### src/modulo_timer_cfg.svh
// register offsets, field positions, reset values and timing counts of the modulo timer
`ifndef MODULO_TIMER_CFG_SVH
`define MODULO_TIMER_CFG_SVH
// -------------------------------------------------------------
// register byte offsets
// -------------------------------------------------------------
`define OFS_STATUS_CONTROL 8'h00
`define OFS_CLOCK_CONFIG 8'h04
`define OFS_CURRENT_COUNT 8'h08
`define OFS_MODULO_LIMIT 8'h0C
// -------------------------------------------------------------
// field positions
// -------------------------------------------------------------
`define POS_OVERFLOW_FLAG 7
`define POS_IRQ_ENABLE 6
`define POS_COUNTER_CLEAR 5
`define POS_COUNTER_HALT 4
`define POS_CLK_SRC_HI 5
`define POS_CLK_SRC_LO 4
`define POS_PRESCALE_HI 3
`define POS_PRESCALE_LO 0
// -------------------------------------------------------------
// reset values
// -------------------------------------------------------------
`define RST_COUNT 8'h00
`define RST_MODULO 8'h00
`define RST_CLK_SRC 2'h0
`define RST_PRESCALE 4'h0
`define RST_HALT 1'b1
// -------------------------------------------------------------
// timing counts
// -------------------------------------------------------------
`define PRESCALE_MAX_CODE 4'h8
`define SYNC_STAGES 2
`endif

### src/modulo_timer_pkg.sv
// types shared by the modulo timer
package modulo_timer_pkg;
   typedef enum logic [1:0] {
      SRC_BUS, SRC_FIXED, SRC_PIN_FALL, SRC_PIN_RISE
   } clk_src_t;

   typedef enum logic [1:0] {
      PM_RUN, PM_WAIT, PM_STOP_SHALLOW, PM_STOP_DEEP
   } power_mode_t;

   typedef struct packed {
      logic overflow_irq_enable;
      logic counter_halt;
      clk_src_t clock_source_select;
      logic [3:0] prescale_select;
      logic [7:0] modulo_value;
   } timer_cfg_t;
endpackage

### src/modulo_timer.sv
// modulo timer with prescaler, clock source select and ahb-lite register slave
`include "modulo_timer_cfg.svh"

module modulo_timer
   import modulo_timer_pkg::*;
#(
   parameter int CNT_W = 8,
   parameter int PRE_W = 8
) (
   input wire logic clk,
   input wire logic rst_b,
   input wire logic hsel,
   input wire logic [31:0] haddr,
   input wire logic [1:0] htrans,
   input wire logic hwrite,
   input wire logic [2:0] hsize,
   input wire logic [31:0] hwdata,
   input wire logic hready,
   output logic [31:0] hrdata,
   output logic hreadyout,
   output logic hresp,
   input wire logic fixed_freq_clock,
   input wire logic ext_timer_clock_pin,
   input wire power_mode_t power_mode,
   input wire logic deep_stop_wake,
   input wire logic debug_active,
   output logic overflow_irq,
   output logic overflow_flag
);
   // ----------------------------------------------------------
   // elaboration checks
   // ----------------------------------------------------------
   // the register map and prescaler taps are fixed at these widths
   if (CNT_W != 8 || PRE_W != 8) begin : g_bad_width
      $error("modulo_timer: CNT_W and PRE_W must be 8");
   end

   // ----------------------------------------------------------
   // state
   // ----------------------------------------------------------
   timer_cfg_t cfg_r, cfg_nxt;
   logic [CNT_W-1:0] count_r, count_nxt;
   logic [PRE_W-1:0] pre_r, pre_nxt;
   logic flag_r, flag_nxt;
   logic flag_armed_r, flag_armed_nxt;
   logic [1:0] pin_sync_r;
   logic pin_last_r, pin_last_nxt;
   logic fixed_last_r, fixed_last_nxt;
   logic wr_pend_r, wr_pend_nxt;
   logic [7:0] wr_addr_r, wr_addr_nxt;
   logic [31:0] hrdata_nxt;
   logic irq_nxt;

   // decode a word offset into a register select
   function automatic logic hit(input logic [7:0] a, input logic [7:0] ofs);
      return a == ofs;
   endfunction

   // ----------------------------------------------------------
   // bus address phase
   // ----------------------------------------------------------
   logic addr_valid;
   logic [7:0] addr_lo;
   assign addr_valid = hsel && hready && htrans[1];
   assign addr_lo = haddr[7:0];

   // read value presented for each register
   function automatic logic [31:0] read_word(input logic [7:0] a, input timer_cfg_t c,
                                             input logic f, input logic [7:0] cnt);
      logic [31:0] v;
      v = 32'h0000_0000;
      if (hit(a, `OFS_STATUS_CONTROL)) begin
         v[`POS_OVERFLOW_FLAG] = f;
         v[`POS_IRQ_ENABLE] = c.overflow_irq_enable;
         v[`POS_COUNTER_HALT] = c.counter_halt; // clear bit reads 0
      end else if (hit(a, `OFS_CLOCK_CONFIG)) begin
         v[`POS_CLK_SRC_HI:`POS_CLK_SRC_LO] = c.clock_source_select;
         v[`POS_PRESCALE_HI:`POS_PRESCALE_LO] = c.prescale_select;
      end else if (hit(a, `OFS_CURRENT_COUNT)) begin
         v[7:0] = cnt;
      end else if (hit(a, `OFS_MODULO_LIMIT)) begin
         v[7:0] = c.modulo_value;
      end
      return v; // unmapped reads as zero
   endfunction

   // ----------------------------------------------------------
   // source edge detection and prescaler tick
   // ----------------------------------------------------------
   logic pin_rise, pin_fall, fixed_rise, src_edge, pre_tick, run_en, wrap;
   logic [3:0] ps_eff;
   // only the second sync stage feeds edge logic
   assign pin_rise = pin_sync_r[1] && !pin_last_r;
   assign pin_fall = !pin_sync_r[1] && pin_last_r;
   assign fixed_rise = fixed_freq_clock && !fixed_last_r;
   // codes above 1000 saturate at divide by 256
   assign ps_eff = (cfg_r.prescale_select > `PRESCALE_MAX_CODE) ?
                   `PRESCALE_MAX_CODE : cfg_r.prescale_select;
   // debug, stop and halt all freeze the counter; wait keeps it running
   assign run_en = !cfg_r.counter_halt && !debug_active &&
                   (power_mode == PM_RUN || power_mode == PM_WAIT);

   always_comb begin
      case (cfg_r.clock_source_select)
         SRC_BUS: src_edge = 1'b1;
         SRC_FIXED: src_edge = fixed_rise;
         SRC_PIN_FALL: src_edge = pin_fall;
         SRC_PIN_RISE: src_edge = pin_rise;
         default: src_edge = 1'b1;
      endcase
   end

   // tick when the low ps_eff prescaler bits are all ones
   always_comb begin
      pre_tick = src_edge && run_en;
      for (int i = 0; i < PRE_W; i++) begin
         if (i < int'(ps_eff) && !pre_r[i]) begin
            pre_tick = 1'b0;
         end
      end
   end

   // free-run when modulo is zero, since FF == 0 - 1
   assign wrap = (cfg_r.modulo_value == 8'h00) ? (count_r == 8'hFF)
                                                : (count_r == cfg_r.modulo_value);

   // ----------------------------------------------------------
   // next-state logic
   // ----------------------------------------------------------
   // a write completes in the data phase following its address phase
   always_comb begin
      logic wr_sc, wr_clk, wr_mod, rd_sc, clear_req;
      logic [7:0] wd;
      wr_sc = 1'b0;
      wr_clk = 1'b0;
      wr_mod = 1'b0;
      rd_sc = 1'b0;
      clear_req = 1'b0;
      wd = hwdata[7:0];
      cfg_nxt = cfg_r;
      count_nxt = count_r;
      pre_nxt = pre_r;
      flag_nxt = flag_r;
      flag_armed_nxt = flag_armed_r;
      wr_pend_nxt = addr_valid && hwrite;
      wr_addr_nxt = addr_valid ? addr_lo : wr_addr_r;
      hrdata_nxt = hrdata;
      pin_last_nxt = pin_sync_r[1];
      fixed_last_nxt = fixed_freq_clock;

      if (addr_valid && !hwrite) begin
         hrdata_nxt = read_word(addr_lo, cfg_r, flag_r, count_r);
         rd_sc = hit(addr_lo, `OFS_STATUS_CONTROL);
      end
      if (wr_pend_r) begin
         wr_sc = hit(wr_addr_r, `OFS_STATUS_CONTROL);
         wr_clk = hit(wr_addr_r, `OFS_CLOCK_CONFIG);
         wr_mod = hit(wr_addr_r, `OFS_MODULO_LIMIT);
      end

      // control writes
      if (wr_sc) begin
         cfg_nxt.overflow_irq_enable = wd[`POS_IRQ_ENABLE];
         cfg_nxt.counter_halt = wd[`POS_COUNTER_HALT];
         clear_req = wd[`POS_COUNTER_CLEAR];
      end
      if (wr_clk) begin
         cfg_nxt.clock_source_select = clk_src_t'(wd[`POS_CLK_SRC_HI:`POS_CLK_SRC_LO]);
         cfg_nxt.prescale_select = wd[`POS_PRESCALE_HI:`POS_PRESCALE_LO];
      end
      if (wr_mod) begin
         cfg_nxt.modulo_value = wd;
         clear_req = 1'b1; // any modulo write resets the timer
      end

      // read of status with flag set arms the clear
      if (rd_sc && flag_r) begin
         flag_armed_nxt = 1'b1;
      end
      if (wr_sc && flag_armed_r && !wd[`POS_OVERFLOW_FLAG]) begin
         flag_nxt = 1'b0;
         flag_armed_nxt = 1'b0;
      end

      // counting: advance on tick, wrap past limit
      if (pre_tick) begin
         if (wrap) begin
            count_nxt = 8'h00;
         end else begin
            count_nxt = count_r + 8'h01;
         end
      end
      if (src_edge && run_en) begin
         pre_nxt = pre_r + 8'h01;
      end

      // clearing discards any held count and the flag
      if (clear_req) begin
         count_nxt = `RST_COUNT;
         pre_nxt = '0;
         flag_nxt = 1'b0;
         flag_armed_nxt = 1'b0;
      end
      // hardware set wins over any clear except a deep-stop wake in the same cycle, so no overflow is lost
      if (pre_tick && wrap) begin
         flag_nxt = 1'b1;
      end

      // shallow stop holds state; a deep-stop wake resets the config, count, prescaler and flag
      if (deep_stop_wake) begin
         cfg_nxt = '{overflow_irq_enable: 1'b0, counter_halt: `RST_HALT,
                     clock_source_select: clk_src_t'(`RST_CLK_SRC),
                     prescale_select: `RST_PRESCALE, modulo_value: `RST_MODULO};
         count_nxt = `RST_COUNT;
         pre_nxt = '0;
         flag_nxt = 1'b0;
         flag_armed_nxt = 1'b0;
      end
      // interrupt request only while enabled
      irq_nxt = flag_nxt && cfg_nxt.overflow_irq_enable;
   end

   // ----------------------------------------------------------
   // registers
   // ----------------------------------------------------------
   // pin synchroniser; pin is a plain input, so pwm timers may share it
   always_ff @(posedge clk or negedge rst_b) begin
      if (!rst_b) begin
         pin_sync_r <= 2'h0;
      end else begin
         pin_sync_r <= {pin_sync_r[0], ext_timer_clock_pin};
      end
   end

   // reset sets halt so nothing counts until released
   always_ff @(posedge clk or negedge rst_b) begin
      if (!rst_b) begin
         cfg_r <= '{overflow_irq_enable: 1'b0, counter_halt: `RST_HALT,
                    clock_source_select: SRC_BUS,
                    prescale_select: `RST_PRESCALE, modulo_value: `RST_MODULO};
         count_r <= `RST_COUNT;
         pre_r <= '0;
         flag_r <= 1'b0;
         flag_armed_r <= 1'b0;
         pin_last_r <= 1'b0;
         fixed_last_r <= 1'b0;
         wr_pend_r <= 1'b0;
         wr_addr_r <= 8'h00;
         hrdata <= 32'h0000_0000;
         overflow_irq <= 1'b0;
         overflow_flag <= 1'b0;
      end else begin
         cfg_r <= cfg_nxt;
         count_r <= count_nxt;
         pre_r <= pre_nxt;
         flag_r <= flag_nxt;
         flag_armed_r <= flag_armed_nxt;
         pin_last_r <= pin_last_nxt;
         fixed_last_r <= fixed_last_nxt;
         wr_pend_r <= wr_pend_nxt;
         wr_addr_r <= wr_addr_nxt;
         hrdata <= hrdata_nxt;
         overflow_irq <= irq_nxt;
         overflow_flag <= flag_nxt;
      end
   end

   // zero-wait slave, always okay
   always_ff @(posedge clk or negedge rst_b) begin
      if (!rst_b) begin
         hreadyout <= 1'b1;
         hresp <= 1'b0;
      end else begin
         hreadyout <= 1'b1;
         hresp <= 1'b0;
      end
   end
endmodule

### config.mk
export PLATFORM = sky130hd
export DESIGN_NAME = modulo_timer
export DESIGN_NICKNAME = d
export VERILOG_FILES = /design/src/modulo_timer_pkg.sv /design/src/modulo_timer.sv
export VERILOG_INCLUDE_DIRS = /design/src
export SDC_FILE = /design/constraint.sdc
export NUM_CORES = 1
export LEC_CHECK = 0
export BUFFER_PORTS_ARGS = -buffer_cell sky130_fd_sc_hd__buf_2
export CAP_MARGIN = 20
export CORE_ASPECT_RATIO = 1.25
export CORE_MARGIN = 8
export CORE_UTILIZATION = 45
export DETAILED_ROUTE_END_ITERATION = 12
export GPL_ROUTABILITY_DRIVEN = 0
export GPL_TIMING_DRIVEN = 0
export PLACE_DENSITY = 0.77
export SLEW_MARGIN = 20
export SYNTH_ARGS = -nofsm -noshare
export SYNTH_HDL_FRONTEND = slang
export SYNTH_SLANG_ARGS = --single-unit
### constraint.sdc
create_clock -name clk -period 1.9 [get_ports clk]
set_clock_uncertainty 0.05 [all_clocks]
set_input_delay 0.285 -clock clk [delete_from_list [all_inputs] [get_ports clk]]
set_output_delay 0.285 -clock clk [all_outputs]
set_load 0.02 [all_outputs]
# [Word level (Yosys, flattened, before mapping)]
# Index checks and enable logic that the tools add are counted.
[word_totals] reg_bits=56 inputBits=80 out_inout_bits=36 elab_cells=132
[op_classes] addsub=2 magnitude_cmp=9 n_eq_ne=11 mux=44 reduce_logical=50
[op_table] operator="two-way mux 8 bit" n=10
[op_table] operator="two-way mux 1 bit" n=25
[op_table] operator="== test 8 x 4 -> 1 bit, second input constant" n=3
[op_table] operator="zero test 8 bit" n=3
[op_table] operator="logical AND 1 bit" n=23
[op_table] operator="adder 8 x 1 -> 8 bit, second input constant" n=2
[op_table] operator="== test 8 x 3 -> 1 bit, second input constant" n=2
[op_table] operator="< comparator 3 x 4 -> 1 bit, first input constant" n=4
[op_table] operator="two-way mux 16 bit" n=1
[op_table] operator="zero test 1 bit" n=15
[op_table] operator="two-way mux 6 bit" n=2
[op_table] operator="== test 8 bit" n=1
[op_table] operator="== test 8 bit, second input constant" n=1
[op_table] operator="< comparator 1 x 4 -> 1 bit, first input constant" n=2
[op_table] operator="< comparator 2 x 4 -> 1 bit, first input constant" n=2
[op_table] operator="two-way mux 4 bit" n=2
[op_table] operator="two-way mux 2 bit" n=3
[op_table] operator="nonzero test 2 bit" n=3
[op_table] operator="nonzero test 3 bit" n=2
[op_table] operator="== test 2 x 1 -> 1 bit, second input constant" n=2
[op_table] operator="== test 2 bit, second input constant" n=2
[op_table] operator="> comparator 4 bit, second input constant" n=1
[op_table] operator="zero test 2 bit" n=2
[op_table] operator="case mux 1 bit (4 select lines)" n=1
[op_table] operator="2 further kinds" n=2

# [Logic depth before layout (Yosys ltp)]
# Gate-level depths: netlist of run 1.
[logic_depth] depth_word=16 ltp_mapped=8 mapped_depth_nobuf=6

# [Least setup slack after synthesis of run 1]
# No wires, ideal clock.
[synth_timing] kind="register -> register" start="reg wr_addr_r[4]" end="reg count_r[4]" setup_ns=0.130 t_arrival_ns=1.885 slack_ns=-0.165 stages_incl_launch_ff=7 n_path_buf=0 period_less_slack_ns=2.065 path_cell_list="dfrtp_1 > or4b_2 > nor4_4 > a21o_2 > inv_1 > a32oi_1 > o31ai_2"
[synth_via] elab_chain_cells=6
[synth_rtl] item="start: declaration" line_no="modulo_timer.sv:50" text="logic [7:0] wr_addr_r, wr_addr_nxt;"
[synth_rtl] item="start signal: assignment" line_no="modulo_timer.sv:261" text="wr_addr_r <= wr_addr_nxt;"
[synth_rtl] item="zero test 8 bit" line_no="modulo_timer.sv:56" text="return a == ofs;"
[synth_rtl] item="two-way mux 1 bit" line_no="modulo_timer.sv:155" text="if (wr_pend_r) begin"
[synth_rtl] item="two-way mux 1 bit" line_no="modulo_timer.sv:162" text="if (wr_sc) begin"
[synth_rtl] item="two-way mux 1 bit *" line_no="modulo_timer.sv:171" text="if (wr_mod) begin"
[synth_rtl] item="two-way mux 8 bit" line_no="modulo_timer.sv:198" text="if (clear_req) begin"
[synth_rtl] item="two-way mux 8 bit" line_no="modulo_timer.sv:210" text="if (deep_stop_wake) begin"
[synth_rtl] item="end signal: assignment" line_no="modulo_timer.sv:241" text="count_r <= `RST_COUNT;"
[synth_rtl] item="end signal: assignment" line_no="modulo_timer.sv:254" text="count_r <= count_nxt;"
[synth_rtl] item="end: declaration" line_no="modulo_timer.sv:42" text="logic [CNT_W-1:0] count_r, count_nxt;"
# Mark *: on every way between the ends. The rest lies on a longest branch, timed or not.
# A chain may end at the register's enable or synchronous reset.

# [Final worst setup path of run 1]
[layout_timing] start="reg wr_addr_r[6]" end="reg count_r[4]"
# The elaborated chain is that of the path after synthesis.

==> results of run 1 <==
## cells in the final DEF (no fill, tap or decap), types with 5 or more instances in the layout
cell type | Yosys | final
a21oi_1 | 11 | 8
a22oi_1 | 8 | 8
buf_2 | 2 | 36
buf_4 | 27 | 40
buf_6 | 1 | 5
clkbuf_1 | 7 | 6
clkbuf_8 | 0 | 5
conb_1 | 2 | 26
dfrtp_1 | 55 | 54
inv_1 | 9 | 8
mux2_2 | 14 | 14
mux2i_1 | 16 | 15
nand2_1 | 18 | 17
nand3_1 | 10 | 8
nor2_1 | 34 | 33
o21ai_0 | 13 | 11
xor2_1 | 14 | 14
## where the power goes
| part | switching (uW) | internal, uW |
|---|---|---|
| Combinational | 157 | 119 |
| Clock | 401 | 399 |
| Sequential | 32.2 | 1230 |
| Total | 590 | 1750 |
## timing repair
item	in CTS	in global routing
gates cloned	0	1
endpoints found under the setup margin	34	34
resized for setup	21	12
hold buffers	1	0
pin swaps	8	7
setup buffers	8	9
endpoints found under the hold margin	55	0
## synthesized netlist by cell type (4+ instances only)
cell	number
dfrtp_1	55
nor2_1	34
buf_4	27
nand2_1	18
mux2i_1	16
mux2_2	14
xor2_1	14
o21ai_0	13
a21oi_1	11
nand3_1	10
inv_1	9
a22oi_1	8
clkbuf_1	7
nand2b_1	5
and3_1	4
nor3_1	4
nor4_1	4
## metal layers
layer,track usage,vias to the layer above
li1,-,1176
met1,0.159,1165
met2,0.255,64
met3,0.0450,14
met4,0.0608,0
met5,0,-
## registers in the layout, indices dropped and copies added, names as in the netlist
| signal | flops |
|---|---|
| cfg_r | 16 |
| count_r | 8 |
| hrdata | 8 |
| pre_r | 8 |
| wr_addr_r | 8 |
| pin_sync_r | 2 |
| fixed_last_r | 1 |
| flag_armed_r | 1 |
| flag_r | 1 |
| overflow_irq | 1 |
| pin_last_r | 1 |
| wr_pend_r | 1 |
## per-stage QoR
stage | cells | area, sq um | setup TNS [ns]
2_1_floorplan | 327 | 3170 | -0.543
3_3_place_gp | 450 | 3460 | -7.76
3_5_place_dp | 450 | 3470 | -9.47
4_1_cts | 467 | 3740 | -0.455
5_1_grt | 473 | 3860 | -3.33
6_report | 473 | 3860 | -0.542
## area by class of cell
type	instances	area, sq um
fillers	570	2740
multi-input cells	226	1640
plain buffers	34	241
inverters	9	36.3
clock inverters	2	38.8
repair buffers	53	324
well taps	87	109
flip-flops and latches	56	1400
clock buffers	6	72.6
## logic make-up (layout without fill, tap and decap cells)
logic type,after synthesis,in the layout,share of synthesized area
xor+xnor,15,15,0.0428
other cells,2,26,0.00244
simple gates,105,106,0.183
mux,31,31,0.111
buf+inv,46,104,0.0925
flops,56,56,0.457
compound gates,46,46,0.103
fa+ha+maj,2,2,0.00815
## worst max path at each step
stage	start	endpoint	slack (ns)	cells after the start
2_1_floorplan	pin_sync_r[1]$_DFF_PN0_	count_r[4]$_DFFE_PN0P_	-0.13	6
3_3_place_gp	cfg_r[13]$_DFFE_PN0P_	count_r[4]$_DFFE_PN0P_	-0.43	6
3_5_place_dp	cfg_r[13]$_DFFE_PN0P_	count_r[4]$_DFFE_PN0P_	-0.49	6
4_1_cts	pin_sync_r[1]$_DFF_PN0_	count_r[4]$_DFFE_PN0P_	-0.10	8
5_1_grt	wr_addr_r[6]$_DFFE_PN0P_	count_r[4]$_DFFE_PN0P_	-0.22	7
6_report	wr_addr_r[6]$_DFFE_PN0P_	count_r[4]$_DFFE_PN0P_	-0.13	7
## critical path, stage by stage, from the launching register on
cell and delay, ns:
dfrtp_1 0.39, or4b_4 0.55, nor4_4 0.14, buf_4 0.19
a21o_4 0.18, nor3_4 0.08, a32oi_2 0.22, o31ai_4 0.10
==> results by group, run 1 <==
Status
  • Status: finished, violations left
  • Failing checks: setup timing

Floorplan
  • Core area: 6610 sq um
  • Total I/O pin count: 116
  • Die Y: 108 microns
  • Die area: 9740 sq um
  • Initial Util: 0.465
  • FP Rows: 33
  • Die width: 89.9 microns

Synth
  • Synth cell types: 52
  • Sequential fraction of the synthesis area: 0.457
  • Synth top area cells: dfrtp_1 45%, buf_4 6.6%, mux2i_1 5.2%
  • Post-synth top area share: 0.448
  • Yosys warns: 0
  • Post-synth EDFFs: 0
  • Ys flop type: dfrtp_1
  • Post-Syn Instances: 303
  • Area leader, netlist: dfrtp_1
  • Post-synth ARST share: 1.00
  • Synthesized flop and latch total: 56
  • Synthesized cell area: 3070 sq um
  • Mean post-synth cell area: 10.1 sq um

STA
  • # setup viols final: 14
  • Final Worst Setup Slack: -0.127 ns
  • Period minus WS final: 2.03 ns
  • Fin crit share: 1.07
  • FMAX: 493 MHz
  • Hold Fails Final Rpt: 0
  • Slew @ Worst Pin: 0.686 ns
  • Hold_ws: 0.0160 ns
  • RSZ-0062 raised after global routing: true
  • Slew Viols, Final: 0
  • Slew HR: 0.543

Setup path
  • Setup CP Type: reg2reg
  • WP data required: 2.05 ns
  • Worst Setup End Kind: flip-flop
  • Worst setup SP type: flip-flop
  • Reg2reg start: wr_addr_r[6]$_DFFE_PN0P_
  • Worst-path maximum fanout: 5
  • Critical path arrival: 2.18 ns
  • Worst r2r dst: count_r[4]$_DFFE_PN0P_
  • R2R cell count: 7
  • FF-to-FF setup slack: -0.13 ns

Global routing
  • Global-route wire length before repair: 11600 microns
  • Initial antenna violation count: 0
  • Grt ovf: 0
  • Gr usage total: 0.144
  • Number of global-route vias before repair: 2407
  • Largest net degree at the start of global routing: 57

Clock tree
  • Clk_lat worst skew: 0.32 ns
  • CTS Buffer Depth: 2
  • Num CTS Buffers: 5
  • CTS tree: built
  • H-tree depth: 2
  • CTS sink cnt: 56
  • Clock Pin Slew Worst Setup and Hold Paths: 0.10 ns
  • Root Buffer: clkbuf_8

Routing
  • Top routing layer in use: met4
  • DR iter-0 viols: 197
  • Routed wire length: 7280 microns
  • DRT met1 WL: 2930 microns
  • WL/cell: 15.4 microns
  • Vias/cell: 5.11
  • Residual DRC: 0
  • Final ANT Viol Nets: 0
  • Via count: 2419
  • WL met2: 3760 microns
  • Met3 wire length: 462 microns
  • DR pass1 iterations: 4

Pwr
  • Total Power: 2340 uW
  • P_leak: 0.00199 uW
  • VDD IR max: 0.000378 V
  • Power Dens Cells: 605 nW/um^2

Place
  • Post-detail-place hpwl: 5030 microns
  • Setup WS pre-CTS: -0.488 ns
  • I/O Buffers: 36

Worst hold path
  • Worst Hold Class: in2reg
  • Hold_sp: ext_timer_clock_pin
  • Worst hold stages: 1
  • WHS Endpoint: pin_sync_r[0]$_DFF_PN0_

Finish
  • N_diodes: 0
  • Fraction of layout instances using a drive strength above 1: 0.347
  • Area Growth Syn to Fin: 25.7%
  • Final nets: 467
  • Fin util: 0.585

Job
  • Max-Cap Viols: 0
No activity file was read; power rests on OpenSTA's default activity.
==> inputs of run 2 (changes only) <==
==> constraint.sdc (replaced) <==
create_clock -name clk -period 1.8 [get_ports clk]
set_clock_uncertainty 0.05 [all_clocks]
set_input_delay 0.27 -clock clk [delete_from_list [all_inputs] [get_ports clk]]
set_output_delay 0.27 -clock clk [all_outputs]
set_load 0.02 [all_outputs]
==> run 2 against run 1 <==
Compared with the run above: the run still ends with setup timing left; largest power group unchanged; fmax grew 1.9%; first-iteration DRC count down 39%; clock-buffer cell count unchanged; cell count shrank 0.21%; utilization is 0.98 points higher; critical endpoint unchanged; sequential share of layout area decreased by 0.63 points.
==> results by group, run 2 (synthesis results as in run 1) <==
STA
  • # setup viols final: 33 (+19)
  • Slew HR: 0.532 (-0.0112)
  • Slew Viols, Final: 0 (unchanged)
  • Period minus WS final: 1.99 ns (-0.0372 ns)
  • Hold Fails Final Rpt: 0 (unchanged)
  • Slew @ Worst Pin: 0.703 ns (+0.0168 ns)
  • Final Worst Setup Slack: -0.190 ns (-0.0628 ns)
  • FMAX: 502 MHz (+1.9%)
  • RSZ-0062 raised after global routing: true
  • Fin crit share: 1.11 (+0.0386)

Setup path
  • Critical path's largest stage delay: 0.55 ns (about the same)
  • Slowest CP cell: or4b_4
  • Worst Setup End Kind: flip-flop
  • CP Cell Sequence: or4b_4 > nor4_4 > buf_6 > a21o_4 > inv_1 > a32oi_1 > o31ai_2
  • WP data required: 1.95 ns (-0.10 ns)
  • Worst-path maximum fanout: 5 (unchanged)
  • Worst setup SP type: flip-flop
  • Critical path arrival: 2.14 ns (-0.04 ns)
  • Setup CP Type: reg2reg

Pwr
  • Switch share: 0.256 (+0.00318)
  • Share of power burned in registers: 0.537 (-0.002)
  • Logic pwr share: 0.124 (+0.006)
  • P_leak: 0.00201 uW (+1.1%)
  • Switching power: 635 uW (+7.7%)
  • Int Pwr: 1850 uW (+5.9%)
  • Power Dens Cells: 633 nW/um^2 (+4.6%)
  • VDD IR max: 0.000505 V (+34%)
  • Clock network power share: 0.340 (-0.002)

Routing
  • Residual DRC: 0 (unchanged)
  • Final ANT Viol Nets: 0 (unchanged)
  • DR iter-0 viols: 120 (-39%)
  • Vias/cell: 5.21 (+1.9%)
  • WL/cell: 15.3 microns (-0.56%)
  • Via count: 2460 (+1.7%)
  • Routed wire length: 7220 microns (-0.77%)
  • DR pass1 iterations: 4 (unchanged)

Place
  • Inst Count DP: 450 (unchanged)
  • Post-detail-place hpwl: 5140 microns (+2.1%)
  • I/O Buffers: 36 (unchanged)

Worst hold path
  • Worst Hold Class: in2reg

Finish
  • Register area: 1400 sq um (about the same)
  • Fraction of layout instances using a drive strength above 1: 0.358 (+0.0113)
  • Final nets: 466 (-0.21%)
  • Area Growth Syn to Fin: 27.9%
  • Most frequent cells in the layout: 55 x dfrtp_1, 36 x buf_2, 33 x nor2_1, 32 x buf_4, 26 x conb_1
  • N_diodes: 0 (unchanged)
  • Biggest register: cfg_r
  • Fin util: 0.595 (+0.00985)
  • Multi-input combinational cell area: 1670 sq um (+2.2%)
  • Commonest non-fill, non-tap cell in the layout: dfrtp_1
  • Fill count: 568 (-0.35%)
  • Non-filler cells, final: 472 (-0.21%)
  • Max reg flops: 16 (unchanged)

Clock tree
  • Clock Pin Slew Worst Setup and Hold Paths: 0.10 ns (about the same)
  • H-tree depth: 2 (unchanged)
  • Clk_lat worst skew: 0.31 ns (about the same)
  • Num CTS Buffers: 5 (unchanged)
  • CTS tree: built
  • CTS sink cnt: 56 (unchanged)
  • Root Buffer: clkbuf_8
  • CTS Buffer Depth: 2 (unchanged)

Status
  • Status: finished, violations left
  • Failing checks: setup timing

Floorplan
  • Die Y: 108 microns (unchanged)
  • Die width: 89.9 microns (unchanged)
  • Initial Util: 0.465 (unchanged)
  • Core area: 6610 sq um (unchanged)
  • FP Rows: 33 (unchanged)
  • Die area: 9740 sq um (unchanged)
  • Total I/O pin count: 116 (unchanged)

Global routing
  • Gr usage total: 0.149 (+0.00418)
  • Largest net degree at the start of global routing: 57 (unchanged)
  • Initial antenna violation count: 0 (unchanged)
  • Global-route wire length before repair: 11900 microns (+2.1%)
  • Number of global-route vias before repair: 2527 (+5.0%)
  • Grt ovf: 0 (unchanged)

Job
  • Max-Cap Viols: 0 (unchanged)
run 2: cell count changes in the layout (fill, tap and decap cells not counted), moves of 2 or more:
cell,previous run,this run
buf_4,40,32
buf_6,5,11
nand3_1,8,6
nand3_2,2,4
o21ai_0,11,9
run 2: worst max-delay path, delay by kind of cell, from the launching register on:
family	cells	cell delay, ns
simple gates	2	0.71
compound gates	3	0.47
flops	1	0.39
buf+inv	2	0.25
run 2: final timing paths:
kind	startpoint	endpoint	slack, ns	cells past startpoint
min in group asynchronous	rst_b	pin_sync_r[1]$_DFF_PN0_	0.49	2
max in group asynchronous	rst_b	hrdata[6]$_DFFE_PN0P_	0.75	2
min reg2reg	pin_sync_r[0]$_DFF_PN0_	pin_sync_r[1]$_DFF_PN0_	0.31	0
min	fixed_freq_clock	fixed_last_r$_DFF_PN0_	0.03	1
max reg2reg	wr_addr_r[6]$_DFFE_PN0P_	count_r[4]$_DFFE_PN0P_	-0.19	7
max	wr_addr_r[6]$_DFFE_PN0P_	count_r[4]$_DFFE_PN0P_	-0.19	7
run 2: metrics by stage:
stage,setup TNS [ns],hold WS [ns],setup WS [ns],area (sq um),power (uW)
final,-3.53,0.0327,-0.190,3930,2480
after global routing,-6.20,0.00910,-0.283,3930,2580
after CTS,-2.69,0.0232,-0.184,3820,2500
after detailed placement,-12.75,0.298,-0.559,3470,1620
after global placement,-11.03,0.284,-0.536,3470,1610
after floorplan,-2.59,-0.0756,-0.228,3180,1530
run 2: layout make-up:
type / count / area share
Clock buffer: 6 / 0.0185
Sequential cell: 56 / 0.357
Tap cell: 87 / 0.0277
Buffer: 35 / 0.0644
Multi-Input combinational cell: 225 / 0.426
Inverter: 9 / 0.00860
Timing Repair Buffer: 52 / 0.0879
Clock inverter: 2 / 0.00988
run 2: per-layer routing:
metal  GRT usage  vias to the layer above  part of all wire
met5           0                        -                 0
met4      0.0858                        0             0.035
met3      0.0437                       24             0.059
met2       0.262                       77              0.51
met1       0.157                     1188              0.40
li1            -                     1171                 -
run 2: power by group through the flow:
stage	Clock (uW)	Combinational (uW)	Sequential, uW
6_report	844	307	1330
5_1_grt	912	333	1340
4_1_cts	866	296	1330
3_5_place_dp	0	263	1360
3_3_place_gp	0	256	1350
2_1_floorplan	0	181	1350
run 2: timing repair:
item                                   CTS  global route
pin swaps                               11            14
cloned                                   1             0
endpoints found under the hold margin   56             0
setup endpoints to repair               35            34
hold buffers                             2             0
buffers inserted                        12             2
resized for setup                       29            21
==> inputs of run 3 (changes only) <==
--- a/config.mk
+++ b/config.mk
@@ -10,11 +10,11 @@
 export CAP_MARGIN = 20
 export CORE_ASPECT_RATIO = 1.25
 export CORE_MARGIN = 8
-export CORE_UTILIZATION = 45
+export CORE_UTILIZATION = 49
 export DETAILED_ROUTE_END_ITERATION = 12
 export GPL_ROUTABILITY_DRIVEN = 0
 export GPL_TIMING_DRIVEN = 0
-export PLACE_DENSITY = 0.77
+export PLACE_DENSITY = 0.8
 export SLEW_MARGIN = 20
 export SYNTH_ARGS = -nofsm -noshare
 export SYNTH_HDL_FRONTEND = slang
==> constraint.sdc (replaced) <==
create_clock -name clk -period 2.2 [get_ports clk]
set_clock_uncertainty 0.05 [all_clocks]
set_input_delay 0.33 -clock clk [delete_from_list [all_inputs] [get_ports clk]]
set_output_delay 0.33 -clock clk [all_outputs]
set_load 0.02 [all_outputs]
==> run 3 against run 2 <==
Compared with the run above: the flow finishes with violations (hold timing); worst setup slack better by 0.34 ns; global-route usage is 1.1 points higher; non-clock buffer count is 9 lower; critical path depth stayed put; first-iteration DRC count is 38% higher; register-to-register slack better by 0.34 ns; via count is 2.5% lower; sequential cell count stayed put; largest cell class unchanged; highest routed layer unchanged.
==> results by group, run 3 (synthesis results as in run 1) <==
Routing
  • Via count: 2398 (-2.5%)
  • DR pass1 iterations: 4 (unchanged)
  • WL/cell: 14.8 microns (-3.0%)
  • Top routing layer in use: met4
  • Vias/cell: 5.20 (-0.19%)
  • Met3 wire length: 528 microns (+24%)
  • DR iter-0 viols: 166 (+38%)
  • WL met2: 3500 microns (-4.8%)
  • Final ANT Viol Nets: 0 (unchanged)
  • Residual DRC: 0 (unchanged)
  • Routed wire length: 6840 microns (-5.2%)
  • DRT met1 WL: 2640 microns (-7.8%)

Clock tree
  • Num CTS Buffers: 5 (unchanged)
  • CTS tree: built
  • Clock Pin Slew Worst Setup and Hold Paths: 0.11 ns (about the same)
  • CTS Hold Bufs: 0 (-2)
  • Root Buffer: clkbuf_8
  • Clk_lat worst skew: 0.32 ns (about the same)
  • H-tree depth: 2 (unchanged)
  • CTS Buffer Depth: 2 (unchanged)
  • CTS sink cnt: 56 (unchanged)

Setup path
  • Setup CP Type: reg2reg
  • FF-to-FF setup slack: 0.15 ns (+0.34 ns)
  • Worst-path maximum fanout: 6 (+1)
  • R2R cell count: 7 (unchanged)
  • Critical path arrival: 2.24 ns (+0.10 ns)
  • WP data required: 2.38 ns (+0.43 ns)
  • CP Cell Sequence: nand2b_1 > a21o_2 > a2111oi_4 > and4_1 > buf_4 > nand2_2 > o31ai_2
  • Critical Path Start: pin_sync_r[1]$_DFF_PN0_
  • Slowest CP cell: a2111oi_4
  • Worst r2r dst: count_r[4]$_DFFE_PN0P_
  • Worst setup path end: count_r[4]$_DFFE_PN0P_
  • Reg2reg start: pin_sync_r[1]$_DFF_PN0_
  • Critical path's largest stage delay: 0.49 ns (-0.06 ns)
  • Worst setup SP type: flip-flop
  • Worst Setup End Kind: flip-flop

Job
  • Max-Cap Viols: 0 (unchanged)

Finish
  • Area Growth Syn to Fin: 17.2%
  • Finished Cell Area: 3600 sq um (-8.3%)
  • Final nets: 457 (-1.9%)
  • Non-filler cells, final: 461 (-2.3%)
  • Biggest register: cfg_r
  • Most frequent cells in the layout: 55 x dfrtp_1, 37 x buf_2, 33 x nor2_1, 33 x buf_4, 26 x conb_1
  • N_diodes: 0 (unchanged)
  • Fin util: 0.588 (-0.00689)
  • Fraction of layout instances using a drive strength above 1: 0.293 (-0.0659)
  • Commonest non-fill, non-tap cell in the layout: dfrtp_1
  • Max reg flops: 16 (unchanged)

Floorplan
  • Core area: 6130 sq um (-7.3%)
  • Die area: 9070 sq um (-6.9%)
  • Total I/O pin count: 116 (unchanged)
  • Die width: 86.8 microns (-3.4%)
  • Die Y: 105 microns (-3.6%)
  • Initial Util: 0.501 (+0.0365)
  • FP Rows: 32 (-3.0%)

Status
  • Status: finished, violations left
  • Failing checks: hold timing

Global routing
  • Grt ovf: 0 (unchanged)
  • Largest net degree at the start of global routing: 57 (unchanged)
  • Gr usage total: 0.160 (+0.0109)
  • Number of global-route vias before repair: 2482 (-1.8%)
  • Initial antenna violation count: 0 (unchanged)
  • Global-route wire length before repair: 11700 microns (-1.4%)

STA
  • FMAX: 487 MHz (-3.1%)
  • Hold Fails Final Rpt: 14 (+14)
  • Fin crit share: 0.933 (-0.172)
  • Hold_ws: -0.0164 ns (-0.0491 ns)
  • # setup viols final: 0 (-100%)
  • Slew HR: 0.546 (+0.0145)
  • Slew Viols, Final: 0 (unchanged)
  • Period minus WS final: 2.05 ns (+0.0634 ns)
  • Slew @ Worst Pin: 0.681 ns (-0.0217 ns)
  • RSZ-0062 raised after global routing: false

Place
  • Post-detail-place hpwl: 5150 microns (+0.20%)
  • I/O Buffers: 36 (unchanged)
  • Inst Count DP: 448 (-0.44%)
  • Post-DP Area: 3450 sq um (-0.61%)

Pwr
  • P_leak: 0.00189 uW (-5.9%)
  • VDD IR max: 0.000367 V (-27%)
  • Power Dens Cells: 525 nW/um^2 (-17%)

Worst hold path
  • Worst Hold Class: in2async
[run 3: cell types whose count changed in the layout (fill, tap and decap cells not counted), sizes merged]
| cell | previous run | this run |
|---|---|---|
| bufinv | 1 | 0 |
| clkinv | 0 | 2 |
| clkbuf | 11 | 12 |
| buf | 80 | 71 |
| dlygate4sd3 | 2 | 0 |
[run 3: layout make-up]
| class | instances | area, sq um |
|---|---|---|
| Fill cell | 528 | 2530 |
| Sequential cell | 56 | 1400 |
| Inverter | 9 | 33.8 |
| Multi-Input combinational cell | 225 | 1500 |
| Timing Repair Buffer | 41 | 220 |
| Clock inverter | 3 | 22.5 |
| Buffer | 37 | 250 |
| Clock buffer | 5 | 68.8 |
| Tap cell | 85 | 106 |
[run 3: per-stage QoR]
| stage | TNS, ns | setup WS [ns] | total power, uW |
|---|---|---|---|
| global placement | -0.468 | -0.116 | 1310 |
| detailed placement | -1.03 | -0.200 | 1320 |
| CTS | 0 | 0.0542 | 1900 |
| finish | 0 | 0.146 | 1890 |
| global route | 0 | 0.0155 | 1970 |
| floorplan | 0 | 0.135 | 1250 |
[run 3: worst max-delay path, delay by kind of cell, from the launching register on]
family | cells | cell delay (ns)
buffers and inverters | 1 | 0.14
flip-flops | 1 | 0.40
AO/OA/AOI/OAI | 3 | 0.90
AND/OR/NAND/NOR | 3 | 0.46
[run 3: metal layers]
layer,GRT usage,vias up
met5,0,-
met4,0.0667,0
met3,0.0451,16
met2,0.270,77
met1,0.182,1155
li1,-,1150
[run 3: worst min-delay path by stage]
stage | endpoint | depth (start not counted)
2_1_floorplan | cfg_r[0]$_DFFE_PN0P_ | 0
3_3_place_gp | pin_sync_r[1]$_DFF_PN0_ | 0
3_5_place_dp | pin_sync_r[1]$_DFF_PN0_ | 0
4_1_cts | wr_addr_r[5]$_DFFE_PN0P_ | 1
5_1_grt | wr_addr_r[5]$_DFFE_PN0P_ | 1
6_report | wr_addr_r[5]$_DFFE_PN0P_ | 1
[run 3: timing repair]
item | CTS | global route
setup endpoints to repair | 11 | 4
buffers inserted | 4 | 1
pin swaps | 4 | 2
resized for setup | 2 | 2
[run 3: report_power, final]
group / internal [uW] / switching, uW / leakage (uW)
clock network: 229 / 349 / 0.0000485
logic: 94.7 / 126 / 0.00109
registers: 1060 / 28.6 / 0.000753
